==> src/hdl/tsw_pkg.sv <==
// Package of constants for the TDM switch host port
// Functional notes
// - In acknowledge style the device drives acknowledge low on completion.
// - In separate-strobe style completion is a low-to-high acknowledge edge.
// - The master selects with chip select low; the device ignores it high.
// - In separate-strobe style a falling direction/write line marks a write.
// - In acknowledge style an access needs data strobe and chip select low.
// - In separate-strobe style a falling strobe/read line marks a read.
// - The master gives a 14-bit address for the register or memory location.
// - Style select high or open gives acknowledge style, low separate strobe.
// - In reset all 32 serial outputs are off and all 16 controls are high.
// - Reset loads every register with its default and clears all counters.
// - Data uses a 16-bit two-way bus that the device drives only in reads.
package tsw_pkg;
  localparam int unsigned ADDR_W     = 14;
  localparam int unsigned DATA_W     = 16;
  localparam int unsigned NUM_STREAM = 32;
  localparam int unsigned NUM_HIZ    = 16;
  localparam int unsigned CLK_MHZ    = 50;
  // Internal access latency once a strobe is seen
  localparam int unsigned ACC_NS     = 60;
  localparam int unsigned ACC_CYC    = (ACC_NS * CLK_MHZ + 999) / 1000;
  localparam logic [3:0]  ACC_CNT_W1 = 4'(ACC_CYC);
  localparam logic [DATA_W-1:0] DATA_RST = 16'h0000;
  localparam logic [NUM_HIZ-1:0] HIZ_RST = 16'hffff;
  localparam logic [NUM_STREAM-1:0] OE_RST = 32'h0000_0000;
  typedef enum logic [2:0] {
    TSW_IDLE = 3'b000,
    TSW_WAIT = 3'b001,
    TSW_DONE = 3'b010,
    TSW_HOLD = 3'b011
  } tsw_state_t;
endpackage

==> src/hdl/tsw_host_port.sv <==
// Host microprocessor port of the TDM switch with reset behaviour
`timescale 1ns/10ps
`default_nettype none
module tsw_host_port (
  input  wire logic                      ref_clk,
  input  wire logic                      nrst,
  input  wire logic                      bus_style_select,
  input  wire logic                      cs_n,
  input  wire logic                      rw_wr_n,
  input  wire logic                      data_strobe_or_read_n,
  input  wire logic [tsw_pkg::ADDR_W-1:0] host_addr,
  input  wire logic [tsw_pkg::DATA_W-1:0] host_data_in,
  output var  logic [tsw_pkg::DATA_W-1:0] host_data_out,
  output var  logic                      host_data_oe,
  output var  logic                      xfer_ack_ready_n_out,
  output var  logic                      xfer_ack_ready_n_oe,
  output var  logic [tsw_pkg::ADDR_W-1:0] mem_addr,
  output var  logic [tsw_pkg::DATA_W-1:0] mem_wdata,
  output var  logic                      mem_we,
  output var  logic                      mem_re,
  input  wire logic [tsw_pkg::DATA_W-1:0] mem_rdata,
  output var  logic [tsw_pkg::NUM_STREAM-1:0] serial_out_oe,
  output var  logic [tsw_pkg::NUM_HIZ-1:0] ext_hiz_control,
  input  wire logic [tsw_pkg::NUM_HIZ-1:0] hiz_request
);

  // ****************************************
  // Input synchronisers
  // ****************************************
  logic [3:0] sync1_r;
  logic [3:0] sync2_r;
  logic [tsw_pkg::ADDR_W-1:0] addr1_r;
  logic [tsw_pkg::ADDR_W-1:0] addr2_r;
  logic [tsw_pkg::DATA_W-1:0] din1_r;
  logic [tsw_pkg::DATA_W-1:0] din2_r;
  logic       cs_s;
  logic       rw_s;
  logic       ds_s;
  logic       style_s;
  logic       rw_prev_r;
  logic       ds_prev_r;
  logic       ack_style_r;

  always_ff @(posedge ref_clk or negedge nrst) begin
    if (!nrst) begin
      sync1_r <= 4'hf;
      sync2_r <= 4'hf;
      addr1_r <= '0;
      addr2_r <= '0;
      din1_r  <= '0;
      din2_r  <= '0;
    end else begin
      sync1_r <= {bus_style_select, cs_n, rw_wr_n, data_strobe_or_read_n};
      sync2_r <= sync1_r;
      addr1_r <= host_addr;
      addr2_r <= addr1_r;
      din1_r  <= host_data_in;
      din2_r  <= din1_r;
    end
  end

  assign style_s = sync2_r[3];
  assign cs_s    = sync2_r[2];
  assign rw_s    = sync2_r[1];
  assign ds_s    = sync2_r[0];

  always_ff @(posedge ref_clk or negedge nrst) begin
    if (!nrst) begin
      rw_prev_r   <= 1'b1;
      ds_prev_r   <= 1'b1;
      ack_style_r <= 1'b1;
    end else begin
      rw_prev_r   <= rw_s;
      ds_prev_r   <= ds_s;
      ack_style_r <= style_s;
    end
  end

  // ****************************************
  // Access detection
  // ****************************************
  logic sel;
  logic start;
  logic start_wr;
  logic wr_fall;
  logic rd_fall;

  assign sel      = !cs_s;
  assign wr_fall  = rw_prev_r && !rw_s;
  assign rd_fall  = ds_prev_r && !ds_s;
  // Acknowledge style: strobe and select both low, direction from rw
  always_comb begin
    if (ack_style_r) begin
      start    = sel && !ds_s;
      start_wr = !rw_s;
    end else begin
      start    = sel && (wr_fall || rd_fall);
      start_wr = wr_fall;
    end
  end

  // Access still requested by the master
  function automatic logic still_active(input logic style,
                                        input logic s_n,
                                        input logic ds,
                                        input logic rw);
    still_active = !s_n && (style ? !ds : (!ds || !rw));
  endfunction

  // ****************************************
  // Transfer state machine
  // ****************************************
  tsw_pkg::tsw_state_t state_r;
  logic [3:0] cnt_r;
  logic       is_wr_r;

  always_ff @(posedge ref_clk or negedge nrst) begin
    if (!nrst) begin
      state_r <= tsw_pkg::TSW_IDLE;
      cnt_r   <= 4'h0;
      is_wr_r <= 1'b0;
    end else begin
      case (state_r)
        tsw_pkg::TSW_IDLE: begin
          if (start) begin
            state_r <= tsw_pkg::TSW_WAIT;
            cnt_r   <= tsw_pkg::ACC_CNT_W1;
            is_wr_r <= start_wr;
          end
        end
        tsw_pkg::TSW_WAIT: begin
          if (cs_s) begin
            state_r <= tsw_pkg::TSW_IDLE;
          end else if (cnt_r == 4'h1) begin
            state_r <= tsw_pkg::TSW_DONE;
          end else begin
            cnt_r <= cnt_r - 4'h1;
          end
        end
        tsw_pkg::TSW_DONE: begin
          state_r <= tsw_pkg::TSW_HOLD;
        end
        tsw_pkg::TSW_HOLD: begin
          if (!still_active(ack_style_r, cs_s, ds_s, rw_s)) begin
            state_r <= tsw_pkg::TSW_IDLE;
          end
        end
        default: begin
          state_r <= tsw_pkg::TSW_IDLE;
        end
      endcase
    end
  end

  // ****************************************
  // Internal memory side
  // ****************************************
  always_ff @(posedge ref_clk or negedge nrst) begin
    if (!nrst) begin
      mem_addr  <= '0;
      mem_wdata <= tsw_pkg::DATA_RST;
      mem_we    <= 1'b0;
      mem_re    <= 1'b0;
    end else begin
      mem_we <= 1'b0;
      mem_re <= 1'b0;
      if (state_r == tsw_pkg::TSW_IDLE && start) begin
        mem_addr <= addr2_r;
        mem_re   <= !start_wr;
      end
      // Write data is latched before the completion edge
      if (state_r == tsw_pkg::TSW_WAIT && cnt_r == 4'h1 && !cs_s) begin
        mem_wdata <= din2_r;
        mem_we    <= is_wr_r;
      end
    end
  end

  // ****************************************
  // Host bus drivers
  // ****************************************
  logic done_now;
  assign done_now = (state_r == tsw_pkg::TSW_DONE) ||
                    (state_r == tsw_pkg::TSW_HOLD);

  always_ff @(posedge ref_clk or negedge nrst) begin
    if (!nrst) begin
      host_data_out <= tsw_pkg::DATA_RST;
      host_data_oe  <= 1'b0;
    end else begin
      if (state_r == tsw_pkg::TSW_DONE && !is_wr_r) begin
        host_data_out <= mem_rdata;
      end
      // Drive only in a selected read
      host_data_oe <= sel && !is_wr_r
                      && (state_r != tsw_pkg::TSW_IDLE)
                      && still_active(ack_style_r, cs_s, ds_s, rw_s);
    end
  end

  always_ff @(posedge ref_clk or negedge nrst) begin
    if (!nrst) begin
      xfer_ack_ready_n_out <= 1'b1;
      xfer_ack_ready_n_oe  <= 1'b0;
    end else begin
      xfer_ack_ready_n_oe <= sel;
      if (ack_style_r) begin
        xfer_ack_ready_n_out <= !(sel && done_now);
      end else begin
        // Low until done, so the idle pull-down level shows no false edge
        xfer_ack_ready_n_out <= sel && done_now;
      end
    end
  end

  // ****************************************
  // Serial output and high-impedance control
  // ****************************************
  always_ff @(posedge ref_clk or negedge nrst) begin
    if (!nrst) begin
      serial_out_oe   <= tsw_pkg::OE_RST;
      ext_hiz_control <= tsw_pkg::HIZ_RST;
    end else begin
      serial_out_oe   <= {tsw_pkg::NUM_STREAM{1'b1}};
      ext_hiz_control <= hiz_request;
    end
  end
endmodule
`default_nettype wire

==> config.mk <==
export PLATFORM = sky130hd
export DESIGN_NAME = tsw_host_port
export DESIGN_NICKNAME = d
export VERILOG_FILES = /design/src/hdl/tsw_pkg.sv /design/src/hdl/tsw_host_port.sv
export SDC_FILE = /design/constraint.sdc
export NUM_CORES = 1
export LEC_CHECK = 0
export ABC_AREA = 1
export BUFFER_PORTS_ARGS = -buffer_cell sky130_fd_sc_hd__buf_2
export CORE_AREA = 2 2 109 111
export CTS_CLUSTER_DIAMETER = 150
export DETAILED_ROUTE_END_ITERATION = 8
export DIE_AREA = 0 0 111 113
export GPL_ROUTABILITY_DRIVEN = 1
export PLACE_DENSITY = 0.73
export SYNTH_ARGS = -nofsm -noshare
export SYNTH_HDL_FRONTEND = slang
export SYNTH_SLANG_ARGS = --single-unit
==> constraint.sdc <==
create_clock -name ref_clk -period 1.4 [get_ports ref_clk]
set_input_delay 0.07 -clock ref_clk [delete_from_list [all_inputs] [get_ports ref_clk]]
set_output_delay 0.07 -clock ref_clk [all_outputs]
set_load 0.02 [all_outputs]
==> key figures <==
Yosys
  – Synth Flop Type: dfrtp_1
  – Ys async rst share: 1.00
  – Post-Syn Instances: 358
  – Seq/Total Area, Yosys: 0.756
  – Post-synthesis register bit count: 146
  – Synthesized cell area: 0.00488 mm²
  – Post-synth EDFFs: 0
  – Mapped Avg Cell Area: 13.6 µm²
  – Yosys Warn Count: 0
  – Synth unique cells: 27
  – Synthesized net count: 428

Pwr
  – Peak supply drop: 0.00122 V
  – Tot Pwr: 13.9 mW
  – Leak: 3.62 nW
  – PwrDens: 1950 mW/mm²

Cells and area
  – Commonest non-fill, non-tap cell in the layout: buf_2
  – Most frequent cells in the layout: buf_2, dfrtp_1, dlygate4sd3_1
  – Fillers: 772
  – Nets: 661
  – Fin util: 0.634
  – Area Growth Syn to Fin: 46.6%
  – Ant diodes: 0
  – Layout cells sized above 1: 0.467

Min path
  – HP Class: input port to asynchronous set/reset pin

Floorplan
  – Row count: 39
  – Starting density of the core: 0.433
  – Die H: 113 µm
  – IO Pins: 167
  – Die W: 111 µm
  – Die area: 0.0125 mm²
  – Core Footprint: 0.0113 mm²

Run
  – Max-Cap Viols: 0

STA
  – Max Fclk: 0.718 GHz
  – Final worst path period need: 1.39 ns
  – Final hold violations: 0
  – Final Skew: 0.0104 ns
  – Final setup fails: 0
  – Unrepaired setup endpoints after global routing: true
  – Max-slew violation count: 0
  – Tcrit/Tclk final: 0.995

Worst setup path
  – Worst reg2reg setup slack: 0.007 ns
  – Endpoint type of the worst setup path: flop
  – Worst-path maximum fanout: 5
  – Worst endpoint required time: 1.69 ns
  – End of the worst register-to-register path: cnt_r[0]
  – R2R Path Start: ack_style_r
  – Critical path type: flop to flop
  – Slowest cell delay on critical path: 0.57 ns
  – Worst reg2reg path depth: 6
  – Crit-path cells: o21ai_2 -> nand2_2 -> nand3_4 -> buf_4 -> nand3_1 -> nand2_1
  – Crit start category: flop
  – Crit-path slowest cell: dfstp_2
  – Worst EP arrival: 1.69 ns

Drt
  – Detailed Routing Iterations Pass 1: 4
  – WL final: 10700 µm
  – Avg WL per Cell: 14.3 µm
  – Post-DRT Antenna Nets: 0
  – Iter 0 DRT Violations: 176
  – Vias per cell: 4.54
  – Residual DRC: 0
  – Via count: 3388

Global routing
  – GRT Overall Usage: 0.175
  – Initial antenna violation count: 0
  – Largest net degree at the start of global routing: 70
  – Vias in the first global route: 3572
  – First-pass GRT wire length: 16900 µm
  – Congestion Overflow GR: 0

Placement
  – PortBufs: 166
  – Routability cong.: 0.773
  – Hpwl dp: 6150 µm

CTS
  – Clock insertion delay at the later pin of the skew report: 0.41 ns
  – Max Buffers Root-to-Sink: 2
  – H-Tree Depth: 4
  – Num CTS Buffers: 17
  – CTS tree: built
  – Root cell of the clock tree: clkbuf_16
  – Clk sink count: 146
  – Clock Pin Slew Worst Setup and Hold Paths: 0.06 ns

Run status
  – Outcome: finished, final reports clean
==> sequential cells by signal, indices dropped and copies added (netlist names), 14 cells and up <==
signal,flops
host_data_out,16
addr2_r,14
din1_r,16
ext_hiz_control,16
din2_r,16
mem_addr,14
addr1_r,14
mem_wdata,16
==> power breakdown <==
group / leakage (nW) / switching (mW) / internal (mW)
sequential: 1.71 / 0.487 / 5.14
clock: 0.276 / 1.84 / 2.50
combinational: 1.64 / 2.39 / 1.60
==> how the worst max path moves through the flow <==
stage | from | to | slack, ns | depth (start not counted)
5_1_grt | ack_style_r | cnt_r[0] | -0.09 | 7
3_5_place_dp | cnt_r[1] | mem_wdata[15] | -0.03 | 7
4_1_cts | ack_style_r | mem_addr[13] | 0.02 | 6
2_1_floorplan | cnt_r[1] | mem_wdata[10] | -0.04 | 8
6_report | ack_style_r | cnt_r[0] | 0.007 | 6
3_3_place_gp | cnt_r[1] | mem_wdata[2] | 0.04 | 7
==> repair_timing <==
action,4_1_cts,5_1_grt
pin swaps,1,1
cloned,1,2
setup buffers,2,7
hold endpoints to repair,184,0
resized for setup,3,12
hold buffers,67,0
setup endpoints to repair,17,38
==> routing by layer <==
| layer | wire length, µm | track usage |
|---|---|---|
| met3 | 707 | 0.0568 |
| met2 | 5930 | 0.326 |
| met4 | 199 | 0.0675 |
| met5 | 0 | 0 |
| met1 | 3880 | 0.183 |
==> cell usage after synthesis (2+ instances only) <==
cell type / instances / area (µm²)
mux2_2: 14 / 158
nand3_1: 23 / 115
nor2_2: 2 / 12.5
buf_4: 33 / 248
inv_1: 23 / 86.3
mux2_1: 2 / 22.5
nor2_1: 6 / 22.5
dfrtp_1: 118 / 2950
nand2_1: 67 / 251
o21ai_0: 8 / 40.0
o21ai_1: 11 / 55.1
ha_1: 2 / 25.0
nand3_2: 2 / 20.0
inv_2: 3 / 11.3
buf_2: 5 / 25.0
dfstp_2: 28 / 736
==> worst max-delay path, delay by kind of cell (launching register included) <==
family | cells | cell delay [ns]
compound gates | 1 | 0.08
buf+inv | 1 | 0.20
flops | 1 | 0.57
simple gates | 4 | 0.43
==> logic make-up after synthesis <==
kind of cell	after synthesis	share of synthesized area
flops	146	0.756
compound gates	20	0.0205
other cells	1	0.000769
mux	16	0.0369
fa+ha+maj	2	0.00513
buf+inv	66	0.0790
simple gates	105	0.0980
xor+xnor	2	0.00359
==> stage by stage <==
| step | cells | TNS [ns] | worst slack (ns) | cell area, µm² | hold WS [ns] |
|---|---|---|---|---|---|
| 2_1_floorplan | 358 | -0.289 | -0.0361 | 4890 | -0.226 |
| 4_1_cts | 739 | 0 | 0.0182 | 7030 | 0.0473 |
| 6_report | 747 | 0 | 0.00658 | 7150 | 0.0684 |
| 3_3_place_gp | 637 | 0 | 0.0443 | 5740 | -0.0821 |
| 5_1_grt | 747 | -1.54 | -0.0899 | 7150 | 0.0741 |
| 3_5_place_dp | 637 | -0.211 | -0.0318 | 5740 | -0.0824 |
==> area by class of cell <==
type / instances / area [µm²] / share of cell area
Clock buffer: 17 / 425 / 0.0595
Clock inverter: 15 / 149 / 0.0208
Inverter: 26 / 97.6 / 0.0136
Multi-Input combinational cell: 147 / 862 / 0.121
Sequential cell: 146 / 3690 / 0.516
Tap cell: 143 / 179 / 0.0250
Timing Repair Buffer: 253 / 1750 / 0.245
No activity file was read; power rests on OpenSTA's default activity.
